===== src/fsp_pkg.sv =====
// fsp_pkg: constants and state type for the frame status and port register bank.
// assumes a 16-bit register port with a 4-bit word address on a single core clock.
package fsp_pkg;

    localparam int unsigned ADDR_W = 4;
    localparam int unsigned DATA_W = 16;
    localparam int unsigned CNT_W = 9;
    localparam int unsigned PORT_W = 16;
    localparam int unsigned EV_W = 2;

    // register word addresses
    localparam logic [3:0] OFS_STATUS = 4'h3;
    localparam logic [3:0] OFS_A_DIR = 4'h4;
    localparam logic [3:0] OFS_A_DATA = 4'h5;
    localparam logic [3:0] OFS_B_DIR = 4'h6;
    localparam logic [3:0] OFS_B_DATA = 4'h7;
    localparam logic [3:0] OFS_CTRL = 4'h8;
    localparam logic [3:0] OFS_IRQ_STAT = 4'h9;
    localparam logic [3:0] OFS_IRQ_MASK = 4'hA;

    // frame count range
    localparam logic [8:0] CNT_FIRST = 9'h000;
    localparam logic [8:0] CNT_LAST = 9'h173;

    // status field positions
    localparam int unsigned ST_CNT_LSB = 7;
    localparam int unsigned ST_ROLE_BIT = 4;
    localparam int unsigned ST_SYNC_BIT = 3;
    localparam int unsigned ST_FRAME_BIT = 2;

    // control field positions
    localparam int unsigned CTL_SYNC_CLR = 0;
    localparam int unsigned CTL_FRAME_CLR = 1;
    localparam int unsigned CTL_PAT_SEL = 2;
    localparam int unsigned CTL_W = 3;

    // event bit positions in interrupt status and mask
    localparam int unsigned IRQ_SYNC = 0;
    localparam int unsigned IRQ_FRAME = 1;

    // reset values
    localparam logic [2:0] CTRL_RST = 3'h3;
    localparam logic [15:0] DIR_RST = 16'h0000;
    localparam logic [15:0] DATA_RST = 16'h0000;
    localparam logic [1:0] MASK_RST = 2'h0;

    // encodings
    localparam logic PAT_PRIMARY = 1'b0;
    localparam logic PAT_ALT = 1'b1;
    localparam logic ROLE_BASE = 1'b0;
    localparam logic ROLE_HANDSET = 1'b1;

    typedef struct packed {
        logic role_s1;
        logic role_s2;
        logic [PORT_W-1:0] pa_s1;
        logic [PORT_W-1:0] pa_s2;
        logic [PORT_W-1:0] pb_s1;
        logic [PORT_W-1:0] pb_s2;
        logic [CNT_W-1:0] cnt_shadow;
        logic sync_flag;
        logic frame_flag;
        logic [CTL_W-1:0] ctrl;
        logic [EV_W-1:0] irq_stat;
        logic [EV_W-1:0] irq_mask;
        logic [PORT_W-1:0] a_dir;
        logic [PORT_W-1:0] a_out;
        logic [PORT_W-1:0] b_dir;
        logic [PORT_W-1:0] b_out;
        logic [DATA_W-1:0] rdata;
        logic irq;
    } fsp_state_s;

    localparam fsp_state_s STATE_RST = '{
        role_s1: 1'b0,
        role_s2: 1'b0,
        pa_s1: DATA_RST,
        pa_s2: DATA_RST,
        pb_s1: DATA_RST,
        pb_s2: DATA_RST,
        cnt_shadow: CNT_FIRST,
        sync_flag: 1'b0,
        frame_flag: 1'b0,
        ctrl: CTRL_RST,
        irq_stat: 2'h0,
        irq_mask: MASK_RST,
        a_dir: DIR_RST,
        a_out: DATA_RST,
        b_dir: DIR_RST,
        b_out: DATA_RST,
        rdata: 16'h0000,
        irq: 1'b0
    };

endpackage : fsp_pkg


===== src/fsp_regs.sv =====
// fsp_regs: frame timing status register, two 16-bit pin ports, flag control,
// interrupt status and mask, all on one register port.
// assumes frame counters, sync detector and frame start come from logic on clk;
// the role pin and the port pins are asynchronous and synchronised here.
//
// Summary of operation
// - status bits 15..7 report frame position 0 to 371, never higher.
// - reported count comes from a buffered copy, read returns a consistent value.
// - handset role reports the single shared frame counter.
// - base role reports the transmit frame counter.
// - status bit 4 mirrors role pin: 0 base, 1 handset.
// - status bit 3 set when the selected sync pattern is detected.
// - status bit 2 set at new frame start, zero once cleared.
// - each flag clears on its control bit written 1 to 0; rewrite 1 first.
// - pattern select 0 picks primary word, 1 picks alternate pattern.
// - port A direction bits: 0 input, 1 output, independent, read back.
// - port B direction bits: 0 input, 1 output, independent, read back.
// - writing a port data register loads values driven on output pins.
// - reading a port data register returns actual pin levels.
`timescale 1ns/1ps
module fsp_regs (
    input wire logic clk,
    input wire logic rst_n,
    input wire logic [3:0] reg_addr,
    input wire logic [15:0] reg_wdata,
    input wire logic reg_wr,
    input wire logic reg_rd,
    output logic [15:0] reg_rdata,
    output logic irq,
    input wire logic station_role_pin,
    input wire logic [8:0] hs_frame_cnt,
    input wire logic [8:0] tx_frame_cnt,
    input wire logic frame_start,
    input wire logic primary_sync_hit,
    input wire logic alt_sync_hit,
    output logic sync_pattern_sel,
    input wire logic [15:0] port_a_i,
    output logic [15:0] port_a_o,
    output logic [15:0] port_a_oe,
    input wire logic [15:0] port_b_i,
    output logic [15:0] port_b_o,
    output logic [15:0] port_b_oe
);

    fsp_pkg::fsp_state_s r;
    fsp_pkg::fsp_state_s n;

    logic [8:0] sel_cnt;
    logic sync_hit;
    logic wr_ctrl;
    logic sync_clr;
    logic frame_clr;
    logic [1:0] events;
    logic [1:0] rd_clr;
    logic [15:0] status_word;

    always_comb begin
        n = r;

        // synchronisers; first stage read only by the second
        n.role_s1 = station_role_pin;
        n.role_s2 = r.role_s1;
        n.pa_s1 = port_a_i;
        n.pa_s2 = r.pa_s1;
        n.pb_s1 = port_b_i;
        n.pb_s2 = r.pb_s1;

        // handset uses the shared counter, base the transmit counter
        if (r.role_s2 == fsp_pkg::ROLE_HANDSET) begin
            sel_cnt = hs_frame_cnt;
        end else begin
            sel_cnt = tx_frame_cnt;
        end

        // shadow copy only follows legal counts
        if (sel_cnt <= fsp_pkg::CNT_LAST) begin
            n.cnt_shadow = sel_cnt;
        end

        // detector event for the pattern in use
        if (r.ctrl[fsp_pkg::CTL_PAT_SEL] == fsp_pkg::PAT_ALT) begin
            sync_hit = alt_sync_hit;
        end else begin
            sync_hit = primary_sync_hit;
        end

        // flag clears fire on a 1 to 0 write of the control bit
        wr_ctrl = reg_wr && (reg_addr == fsp_pkg::OFS_CTRL);
        sync_clr = wr_ctrl && r.ctrl[fsp_pkg::CTL_SYNC_CLR]
            && !reg_wdata[fsp_pkg::CTL_SYNC_CLR];
        frame_clr = wr_ctrl && r.ctrl[fsp_pkg::CTL_FRAME_CLR]
            && !reg_wdata[fsp_pkg::CTL_FRAME_CLR];
        if (wr_ctrl) begin
            n.ctrl = reg_wdata[fsp_pkg::CTL_W-1:0];
        end

        // set wins over clear
        n.sync_flag = (r.sync_flag && !sync_clr) || sync_hit;
        n.frame_flag = (r.frame_flag && !frame_clr) || frame_start;

        // sticky events, cleared by a read of the interrupt status
        events = '0;
        events[fsp_pkg::IRQ_SYNC] = sync_hit;
        events[fsp_pkg::IRQ_FRAME] = frame_start;
        rd_clr = '0;
        if (reg_rd && (reg_addr == fsp_pkg::OFS_IRQ_STAT)) begin
            rd_clr = '1;
        end
        n.irq_stat = (r.irq_stat & ~rd_clr) | events;

        // status word: reserved bits zero
        status_word = '0;
        status_word[fsp_pkg::ST_CNT_LSB +: fsp_pkg::CNT_W] = r.cnt_shadow;
        status_word[fsp_pkg::ST_ROLE_BIT] = r.role_s2;
        status_word[fsp_pkg::ST_SYNC_BIT] = r.sync_flag;
        status_word[fsp_pkg::ST_FRAME_BIT] = r.frame_flag;

        // writes; status has no write path
        if (reg_wr) begin
            case (reg_addr)
                fsp_pkg::OFS_A_DIR: begin
                    n.a_dir = reg_wdata;
                end
                fsp_pkg::OFS_A_DATA: begin
                    n.a_out = reg_wdata;
                end
                fsp_pkg::OFS_B_DIR: begin
                    n.b_dir = reg_wdata;
                end
                fsp_pkg::OFS_B_DATA: begin
                    n.b_out = reg_wdata;
                end
                fsp_pkg::OFS_IRQ_MASK: begin
                    n.irq_mask = reg_wdata[fsp_pkg::EV_W-1:0];
                end
                default: begin
                end
            endcase
        end

        // read data stands one cycle, zero otherwise
        n.rdata = '0;
        if (reg_rd) begin
            case (reg_addr)
                fsp_pkg::OFS_STATUS: begin
                    n.rdata = status_word;
                end
                fsp_pkg::OFS_A_DIR: begin
                    n.rdata = r.a_dir;
                end
                fsp_pkg::OFS_A_DATA: begin
                    n.rdata = r.pa_s2;
                end
                fsp_pkg::OFS_B_DIR: begin
                    n.rdata = r.b_dir;
                end
                fsp_pkg::OFS_B_DATA: begin
                    n.rdata = r.pb_s2;
                end
                fsp_pkg::OFS_CTRL: begin
                    n.rdata[fsp_pkg::CTL_W-1:0] = r.ctrl;
                end
                fsp_pkg::OFS_IRQ_STAT: begin
                    n.rdata[fsp_pkg::EV_W-1:0] = r.irq_stat;
                end
                fsp_pkg::OFS_IRQ_MASK: begin
                    n.rdata[fsp_pkg::EV_W-1:0] = r.irq_mask;
                end
                default: begin
                    n.rdata = '0;
                end
            endcase
        end

        n.irq = |(n.irq_stat & n.irq_mask);
    end

    always_ff @(posedge clk or negedge rst_n) begin
        if (!rst_n) begin
            r <= fsp_pkg::STATE_RST;
        end else begin
            r <= n;
        end
    end

    assign reg_rdata = r.rdata;
    assign irq = r.irq;
    assign sync_pattern_sel = r.ctrl[fsp_pkg::CTL_PAT_SEL];
    assign port_a_o = r.a_out;
    assign port_a_oe = r.a_dir;
    assign port_b_o = r.b_out;
    assign port_b_oe = r.b_dir;

endmodule : fsp_regs


===== config.mk =====
export PLATFORM = sky130hd
export DESIGN_NAME = fsp_regs
export DESIGN_NICKNAME = d
export VERILOG_FILES = /design/src/fsp_pkg.sv /design/src/fsp_regs.sv
export SDC_FILE = /design/constraint.sdc
export NUM_CORES = 1
export LEC_CHECK = 0
export ABC_AREA = 1
export BUFFER_PORTS_ARGS = -buffer_cell sky130_fd_sc_hd__buf_2
export CORE_ASPECT_RATIO = 2
export CORE_UTILIZATION = 30
export DETAILED_ROUTE_END_ITERATION = 7
export SYNTH_ARGS = -nofsm -noshare
export SYNTH_HDL_FRONTEND = slang
export SYNTH_SLANG_ARGS = --single-unit

===== constraint.sdc =====
create_clock -name clk -period 3.5 [get_ports clk]
set_input_delay 0.175 -clock clk [delete_from_list [all_inputs] [get_ports clk]]
set_output_delay 0.175 -clock clk [all_outputs]
set_load 0.01 [all_outputs]

==> out/qor.yml, run 1 <==
outcome:
  status: "finished, final reports clean"
routing:
  antenna_left: 0
  wire_per_inst_um: 15.6
  drt_iter0_drc: 294
  first_pass_iters: 4
  vias: 4740
  routed_via_density: 4.29
  routed_wirelength_um: 17200
  route.detailed.drc: 0
pwr:
  fin_total_pwr_mw: 4.77
  p_comb_frac: 0.140
  vdd_drop_max_mv: 0.230
  intPower_mw: 3.44
  p_seq_frac: 0.480
  swShare: 0.279
  pwr_density_cell_nw_per_um2: 586
  p_sw_mw: 1.33
  p_leak_nw: 4.23
  pwr-share-clk: 0.380
synthesis:
  yosys.area_share.simple: 0.183
  synth_compound_area_frac: 0.0656
  synth_top_family_by_area: "simple AND/OR/NAND/NOR gates"
  synth-xor-area-share: 0
  ys_seq_area_frac: 0.610
  syn_avg_cell_area_um2: 9.72
  synthAdderAreaFrac: 0
  ys_warn_count: 0
  ys_types: 28
  synthMuxAreaShare: 0.00148
  ys_ff_latch: 165
  syn_nets: 775
  synthCells: 697
  synth_area_um2: 6780
floorplan:
  num_io_pins: 160
  die_area_um2: 23200
  initial_utilization: 0.306
  coreArea_um2: 22200
  rows: 77
  die_y_um: 215
  die_width_um: 108
place:
  numPortBuffers: 159
  place.gp.congestion: 0.859
  place_area_um2: 7190
  dpl.hpwl_um: 12800
finish:
  layout_common_cells: "nand2_1, dfrtp_1, buf_2"
  fin_util: 0.368
  antennaDiodeCount: 0
  final_layout_size_suffix_gt1_frac: 0.270
  syn2layout_area_growth_pct: 20.3
  layout.nets: 895
  fin_area_um2: 8150
  mostFrequentLayoutCell: "nand2_1"
worst_setup_path:
  crit_fanout: 14
  worstReg2RegStart: "r[163]"
  startpoint_type: "flip-flop"
  cp-startpoint: "r[163]"
  endpoint_kind: "flip-flop"
  cp_data_required_time_ps: 3870
  crit_arrival_ps: 2070
  crit_type: "reg -> reg"
grt:
  grt_pass1_vias: 4838
  grt.overflow.total: 0
  grt_max_degree: 104
  grt_use_total: 0.160
  grt_pass1_wl_um: 26800
  antenna_found_initial: 0
timing:
  max_slew_margin: 0.384
  finalClockSkew_ps: 6.27
  rsz0062_at_grt: "false"
  post-route-min-period_ps: 1700
  tightest_slew_ps: 924
  timing.final.hold_violations: 0
  tns_ps: 0
  period_share: 0.485
  maxSlewViolCount: 0
  fmax_ghz: 0.589
  setup_violations: 0
clock_tree:
  htreeDepth: 4
  cts.sinks: 165
  cts_made_buffers: 17
  cts_buffer_depth: 2
  clock_latency_ps: 430
  cts_root_buf: "clkbuf_16"
  cts_tree: "yes"
  postCtsSetupRepairBufs: 0
  clk_pin_slew_ps: 60
run:
  cap_violations: 0
min_path:
  hp-class: "in -> reg"
  min_from: "alt_sync_hit"
==> worst max-delay path, stage by stage, from the launching register on <==
cell and delay [ps]:
dfrtp_1 640, inv_2 200, nand2_1 100, nand2_1 90, a21oi_1 180, nand2_2 130, nand2_2 170, nand2_1 70
nand2_1 60
==> power by group through the flow <==
stage	registers (mW)	clock network, mW	logic (mW)
final	2.29	1.81	0.667
after global routing	2.32	1.94	0.758
after CTS	2.30	1.87	0.683
after detailed placement	2.33	0	0.647
after global placement	2.33	0	0.637
after floorplan	2.27	0	0.548
==> cell type report <==
| cell class | count | area (µm²) |
|---|---|---|
| sequential | 165 | 4130 |
| tap | 276 | 345 |
| fill | 2293 | 14000 |
| inverter | 52 | 196 |
| timing repair buffer | 200 | 1200 |
| multi-input combinational | 381 | 1690 |
| clock inverter | 13 | 125 |
| clock buffer | 19 | 453 |
==> repair_timing <==
action                                 in CTS  in global routing
endpoints found under the hold margin     136                  0
resized for setup                           0                  0
hold buffers                               38                  0
==> path summary, 6_finish.rpt <==
kind / end / slack (ps) / cells after the start
min in group asynchronous: irq / 430 / 2
hold / removal: r[83] / 20 / 3
max in group asynchronous: port_a_oe[14] / 2190 / 3
setup / recovery: r[91] / 1800 / 8
setup reg to reg: r[91] / 1800 / 8
hold reg to reg: r[138] / 350 / 0
==> cell families after synthesis <==
logic type / Yosys count
AO/OA/AOI/OAI: 87
buffers and inverters: 151
flip-flops: 165
multiplexers: 1
AND/OR/NAND/NOR: 293
==> synthesized netlist by cell type <==
cell      count  area share
nand2_1     214        0.12
dfrtp_1     163        0.60
buf_4        84       0.093
o21ai_1      51       0.038
inv_1        43       0.024
nand3_1      28       0.021
nor2_1       27       0.015
o21ai_0      26       0.019
nand2_2      10      0.0092
buf_6         8       0.013
inv_2         8      0.0044
a21oi_1       7      0.0052
buf_2         5      0.0037
nor2_4        5      0.0083
nand4_1       3      0.0028
and2_1        2      0.0018
dfstp_2       2      0.0078
a21boi_0      1      0.0011
a21oi_2       1      0.0013
clkbuf_1      1     0.00055
clkbuf_2      1     0.00074
clkinv_2      1     0.00074
mux2i_1       1      0.0015
nor2_2        1     0.00092
nor2_8        1      0.0030
nor3_2        1      0.0015
nor3b_1       1      0.0011
o31ai_1       1      0.0011
==> registers in the layout (all words and copies together), names as in the netlist <==
register,cells
port_b_oe,16
reg_rdata,16
port_a_o,16
irq,1
r,50
port_a_oe,16
sync_pattern_sel,1
port_b_o,16
n,33
==> layer usage <==
layer | GRT usage | wire length, µm | vias to the layer above | part of all wire
met1 | 0.159 | 6020 | 2202 | 0.35
met5 | 0 | 0 | - | 0
met2 | 0.291 | 9550 | 162 | 0.55
met4 | 0.100 | 824 | 0 | 0.048
met3 | 0.0374 | 858 | 39 | 0.050
li1 | - | - | 2337 | -
==> stage by stage <==
stage          hold WS [ps]  setup slack [ps]  std cells
4_1_cts                3.08              1730       1106
3_5_place_dp            284              1690       1036
3_3_place_gp            284              1730       1036
2_1_floorplan          -121              2220        697
6_report               20.9              1800       1106
5_1_grt                33.0              1480       1106
(Power assumes the default switching activity.)
==> inputs of run 2 (changes only) <==
- ABC_AREA: 1 -> 0
- clock period: 3.5 -> 1.5 ns (I/O delays scaled with it)
==> out/qor.yml, run 2 <==
finish:
  layout_common_cells: "dfrtp_1, buf_2, mux2_2"
  seqCellArea_um2: 4130  # about the same
  largest_reg_flops: 50  # unchanged
  multi_input_area_um2: 1970  # +16%
  mostFrequentLayoutCell: "dfrtp_1"
  fin_util: 0.399  # +0.0317
  layout.nets: 741  # -17%
  fin_area_um2: 8810  # +8.2%
  antennaDiodeCount: 0  # unchanged
  fillers: 2025  # -12%
  syn2layout_area_growth_pct: 30.3
  final_layout_size_suffix_gt1_frac: 0.503  # +0.233
  largest_register: "r"
timing:
  period_share: 1.06  # +0.573
  tightest_slew_ps: 712  # -213 ps
  timing.final.hold_violations: 1  # +1
  setup_violations: 6  # +6
  post-route-min-period_ps: 1590  # -110 ps
  finalClockSkew_ps: 8.88  # +2.61 ps
  rsz0062_at_grt: "true"
  fin_hold_ws_ps: -4.47  # -25.4 ps
  fmax_ghz: 0.630  # +6.9%
  max_slew_margin: 0.525  # +0.141
  fin_ws_ps: -87.1  # -1890 ps
  maxSlewViolCount: 0  # unchanged
clock_tree:
  cts_tree: "yes"
  clk_pin_slew_ps: 70  # about the same
  cts.sinks: 165  # unchanged
  cts_buffer_depth: 2  # unchanged
  cts_made_buffers: 17  # unchanged
  htreeDepth: 4  # unchanged
  clock_latency_ps: 420  # about the same
  cts_root_buf: "clkbuf_16"
pwr:
  pwr-share-clk: 0.360  # -0.020
  p_leak_nw: 4.17  # -1.4%
  p_comb_frac: 0.182  # +0.042
  swShare: 0.288  # +0.00852
  vdd_drop_max_mv: 0.803  # +250%
  p_seq_frac: 0.458  # -0.022
  fin_total_pwr_mw: 11.8  # +150%
  intPower_mw: 8.42  # +140%
  pwr_density_cell_nw_per_um2: 1340  # +130%
  p_sw_mw: 3.40  # +160%
worst_setup_path:
  crit_fanout: 7  # -7
  crit_type: "reg -> reg"
  worst_path_max_delay_cell: "dfrtp_2"
  critPathBufInv: 0  # -1
  crit_arrival_ps: 1900  # -170 ps
  crit_family: "flip-flops"
  ff2ff_path_depth: 5  # -3
  slowest_delay_ps: 450  # -190 ps
  r2r_slack_ps: -90  # -1890 ps
  cp_data_required_time_ps: 1810  # -2060 ps
  path_depth: 5  # -3
  endpoint_kind: "flip-flop"
  worstReg2RegStart: "r[163]"
  startpoint_type: "flip-flop"
  crit_chain: "nand2b_4 > o21ai_4 > a21boi_4 > nor2_4 > mux2_4"
  r2r_end: "r[91]"
floorplan:
  coreArea_um2: 22100  # -0.44%
  num_io_pins: 160  # unchanged
  die_y_um: 214  # -0.10%
  die_area_um2: 23200  # -0.20%
  die_width_um: 108  # -0.10%
  rows: 77  # unchanged
  initial_utilization: 0.306  # +0.000711
grt:
  antenna_found_initial: 0  # unchanged
  grt_use_total: 0.161  # +0.00116
  grt_pass1_vias: 4815  # -0.48%
  grt.overflow.total: 0  # unchanged
  grt_pass1_wl_um: 27400  # +2.1%
  grt_max_degree: 50  # -52%
routing:
  first_pass_iters: 5  # +1
  route.detailed.drc: 0  # unchanged
  antenna_left: 0  # unchanged
  routed_wirelength_um: 17400  # +0.96%
  wire_per_inst_um: 18.3  # +17%
  drt_iter0_drc: 199  # -32%
  routed_via_density: 4.52  # +5.5%
  vias: 4303  # -9.2%
min_path:
  whs_path_depth: 4  # +1
  hp-class: "in -> reg"
  hold_end: "r[89]"
  min_from: "alt_sync_hit"
place:
  numPortBuffers: 159  # unchanged
  place.gp.congestion: 0.821  # -4.4%
  pre_cts_ws_ps: -165  # -1850 ps
  dpl.hpwl_um: 12900  # +0.72%
  place_area_um2: 7560  # +5.2%
outcome:
  violations: "hold timing, setup timing"
  status: "finished with violations"
synthesis:
  yosysMostFrequentCell: "dfrtp_1"
  yosys.area.top_type_share: 0.603  # +0.00123
  ys.flop_type: "dfrtp_1"
  ys_ff_latch: 165  # unchanged
  synth_area_um2: 6760  # -0.20%
  synth.largest_area_cell: "dfrtp_1"
  synthArstFlopShare: 1.00  # unchanged
  ys_top_cells_by_count: "dfrtp_1, buf_4, mux2_2, nor2_1"
  ys_warn_count: 0  # unchanged
  syn_avg_cell_area_um2: 14.0  # +44%
  syn_nets: 561  # -28%
  ys_types: 43  # +54%
  synthTopCellsByArea: "dfrtp_1, mux2_2, buf_4"
  ys_seq_area_frac: 0.611  # +0.00124
  synthCells: 483  # -31%
  synth-edff-count: 0  # unchanged
run:
  cap_violations: 0  # unchanged
run 2: changes by cell type after synthesis, sizes merged, moves of 5 or more:
| cell | previous run | this run |
|---|---|---|
| nand3 | 28 | 4 |
| inv | 51 | 2 |
| a222oi | 0 | 11 |
| buf | 97 | 92 |
| mux2 | 0 | 80 |
| o21ai | 77 | 19 |
| mux2i | 1 | 17 |
| nand2 | 224 | 21 |
| nor2 | 34 | 25 |
run 2: per-layer routing:
layer / part of all wire / routed length, µm / vias up / global-route usage
met4: 0.027 / 470 / 0 / 0.0708
met2: 0.59 / 10200 / 133 / 0.310
met3: 0.034 / 586 / 25 / 0.0271
li1: - / - / 1959 / -
met5: 0 / 0 / - / 0
met1: 0.35 / 6120 / 2186 / 0.164
run 2: worst max-delay path by stage:
stage | start | to | slack (ps)
finish | r[163] | r[91] | -90
global route | r[163] | r[91] | -130
CTS | r[163] | r[91] | -70
detailed placement | r[163] | r[95] | -160
global placement | reg_addr[1] | reg_rdata[15] | -120
floorplan | r[163] | r[95] | 20
run 2: kinds of logic after synthesis:
| logic type | synth area share |
|---|---|
| muxes | 0.175 |
| buffers and inverters | 0.109 |
| AOI/OAI and AO/OA | 0.0529 |
| and+or+nand+nor | 0.0522 |
| DFF | 0.611 |
run 2: power by group through the flow:
stage                     registers, mW  logic, mW  clock network (mW)
after CTS                          5.43       2.17                4.40
after detailed placement           5.51       2.01                   0
after global routing               5.49       2.33                4.56
final                              5.42       2.15                4.25
after floorplan                    5.35       1.57                   0
after global placement             5.49       1.96                   0
run 2: worst reg2reg max path, cell delays in order (launching register included):
cell	delay, ps
dfrtp_2	450
nand2b_4	170
o21ai_4	180
a21boi_4	90
nor2_4	240
mux2_4	330
run 2: final cells by class:
cell class,instances,share of cell area
Clock buffer,17,0.0483
Clock inverter,15,0.0189
Inverter,2,0.000852
Multi-Input combinational cell,218,0.223
Sequential cell,165,0.469
Tap cell,276,0.0392
Timing Repair Buffer,259,0.201
run 2: what timing repair did:
action / in CTS / in global routing
buffers inserted: 6 / 3
hold buffers: 56 / 0
resized for setup: 9 / 2
pin swaps: 2 / 1
endpoints found under the setup margin: 7 / 9
cloned: 0 / 0
hold endpoints to repair: 169 / 0
run 2: stage by stage:
step	hold WS [ps]	setup TNS, ps	std cells
detailed placement	55.9	-1060	857
finish	-4.47	-491	952
global route	16.3	-820	952
CTS	0.672	-425	950
global placement	36.8	-582	857
floorplan	-221	0	483
==> inputs of run 3 (changes only) <==
- CORE_MARGIN: unset -> 2
==> out/qor.yml, run 3 (synthesis results as in run 2) <==
grt:
  top_usage_layer: "met2"
  grt_use_met1: 0.163  # -0.00159
  grt.overflow.total: 0  # unchanged
  grt_use_total: 0.147  # -0.0144
  grt_max_degree: 51  # +2.0%
  use_met2: 0.253  # -0.0574
  antenna_found_initial: 1  # +1
  grt_pass1_wl_um: 25600  # -6.3%
  grt_pass1_vias: 4653  # -3.4%
  use_met3: 0.0331  # +0.00603
worst_setup_path:
  endpoint_kind: "flip-flop"
  crit_type: "reg -> reg"
  r2r_end: "r[95]"
  crit_fanout: 7  # unchanged
  r2r_slack_ps: -50  # +30 ps
  worstReg2RegStart: "r[163]"
  ff2ff_path_depth: 5  # unchanged
  startpoint_type: "flip-flop"
  crit_arrival_ps: 1870  # -30 ps
  cp_data_required_time_ps: 1810  # about the same
floorplan:
  num_io_pins: 160  # unchanged
  rows: 77  # unchanged
  coreArea_um2: 22200  # +0.44%
  initial_utilization: 0.305  # -0.00133
  die_width_um: 110  # +1.8%
  die_y_um: 216  # +0.93%
  die_area_um2: 23800  # +2.8%
place:
  pre_cts_ws_ps: -206  # -40.9 ps
  dpl.hpwl_um: 12300  # -4.7%
  dp.cells: 859  # +0.23%
  place.gp.congestion: 0.833  # +1.4%
  numPortBuffers: 159  # unchanged
timing:
  fin_hold_ws_ps: 12.5  # +16.9 ps
  tightest_slew_ps: 527  # -185 ps
  period_share: 1.04  # -0.0219
  timing.final.hold_violations: 0  # -1
  max_slew_margin: 0.649  # +0.124
  post-route-min-period_ps: 1550  # -32.8 ps
  fmax_ghz: 0.643  # +2.1%
  rsz0062_at_grt: "true"
  setup_violations: 6  # unchanged
  finalClockSkew_ps: 6.35  # -2.53 ps
  maxSlewViolCount: 0  # unchanged
  fin_ws_ps: -54.3  # +32.8 ps
min_path:
  hp-class: "in -> reg"
  min_from: "hs_frame_cnt[7]"
  whs_path_depth: 3  # -1
  hold_end: "r[97]"
finish:
  layout_common_cells: "dfrtp_1, buf_2, mux2_2"
  mostFrequentLayoutCell: "dfrtp_1"
  final_cells: 951  # -0.11%
  layout.nets: 739  # -0.27%
  fillers: 2097  # +3.6%
  largest_reg_flops: 50  # unchanged
  syn2layout_area_growth_pct: 29.3
  fin_util: 0.394  # -0.00507
  largest_register: "r"
  final_layout_size_suffix_gt1_frac: 0.499  # -0.00444
routing:
  wire_per_inst_um: 17.3  # -5.6%
  first_pass_iters: 4  # -1
  routed_wirelength_um: 16400  # -5.7%
  drt_iter0_drc: 208  # +4.5%
  antenna_left: 0  # unchanged
  routed_via_density: 4.44  # -1.8%
  vias: 4223  # -1.9%
  route.detailed.drc: 0  # unchanged
outcome:
  violations: "setup timing"
  status: "finished with violations"
clock_tree:
  htreeDepth: 4  # unchanged
  cts_made_buffers: 17  # unchanged
  cts_tree: "yes"
  cts_buffer_depth: 2  # unchanged
  cts.sinks: 165  # unchanged
  clk_pin_slew_ps: 70  # about the same
  clock_latency_ps: 430  # about the same
  cts_root_buf: "clkbuf_16"
pwr:
  p_leak_nw: 4.13  # -0.94%
  pwr_density_cell_nw_per_um2: 1310  # -2.4%
  vdd_drop_max_mv: 0.774  # -3.6%
  fin_total_pwr_mw: 11.4  # -3.2%
run:
  cap_violations: 0  # unchanged
[run 3: metrics by stage]
| step | area, µm² | TNS (ps) |
|---|---|---|
| 6_report | 8740 | -302 |
| 5_1_grt | 8740 | -797 |
| 4_1_cts | 8730 | -343 |
| 3_5_place_dp | 7590 | -1210 |
| 3_3_place_gp | 7590 | -719 |
| 2_1_floorplan | 6800 | 0 |
[run 3: repair_timing]
item,CTS,global route
setup endpoints to repair,8,7
gates resized for setup,7,1
hold buffers,54,0
endpoints found under the hold margin,222,0
pin swaps,2,0
setup buffers,5,0
[run 3: worst max-delay path, stage by stage, from the launching register on]
cell      delay [ps]
dfrtp_2          450
nand2b_4         160
o21ai_2          170
a21boi_2         100
nor2_4           250
mux2_4           330
[run 3: report_power, final]
part	internal, mW	total [mW]	leakage [nW]	switching (mW)
clock	2.19	4.01	0.259	1.82
sequential	5.03	5.37	1.99	0.340
combinational	1.09	2.06	1.88	0.966
total	8.31	11.4	4.13	3.13
[run 3: final cells by class]
cell class | count | area [µm²] | share of cell area
Inverter | 2 | 7.51 | 0.000859
Tap cell | 276 | 345 | 0.0395
Antenna cell | 1 | 2.50 | 0.000286
Timing Repair Buffer | 257 | 1760 | 0.201
Clock buffer | 20 | 447 | 0.0511
Multi-Input combinational cell | 218 | 1950 | 0.223
Sequential cell | 165 | 4130 | 0.473
Clock inverter | 12 | 96.3 | 0.0110
[run 3: worst max-delay path by stage]
| stage | from | endpoint | slack (ps) | depth (start not counted) |
|---|---|---|---|---|
| 6_report | r[163] | r[95] | -50 | 5 |
| 5_1_grt | r[163] | r[96] | -140 | 6 |
| 4_1_cts | r[163] | r[96] | -60 | 5 |
| 3_5_place_dp | r[163] | r[96] | -210 | 5 |
| 3_3_place_gp | r[163] | r[95] | -150 | 5 |
| 2_1_floorplan | r[163] | r[95] | 20 | 5 |
[run 3: metal layers]
metal	part of all wire	up-vias	wire [µm]
met5	0	-	0
met4	0.044	0	725
met3	0.041	39	678
met2	0.54	134	8820
met1	0.38	2099	6200
li1	-	1951	-
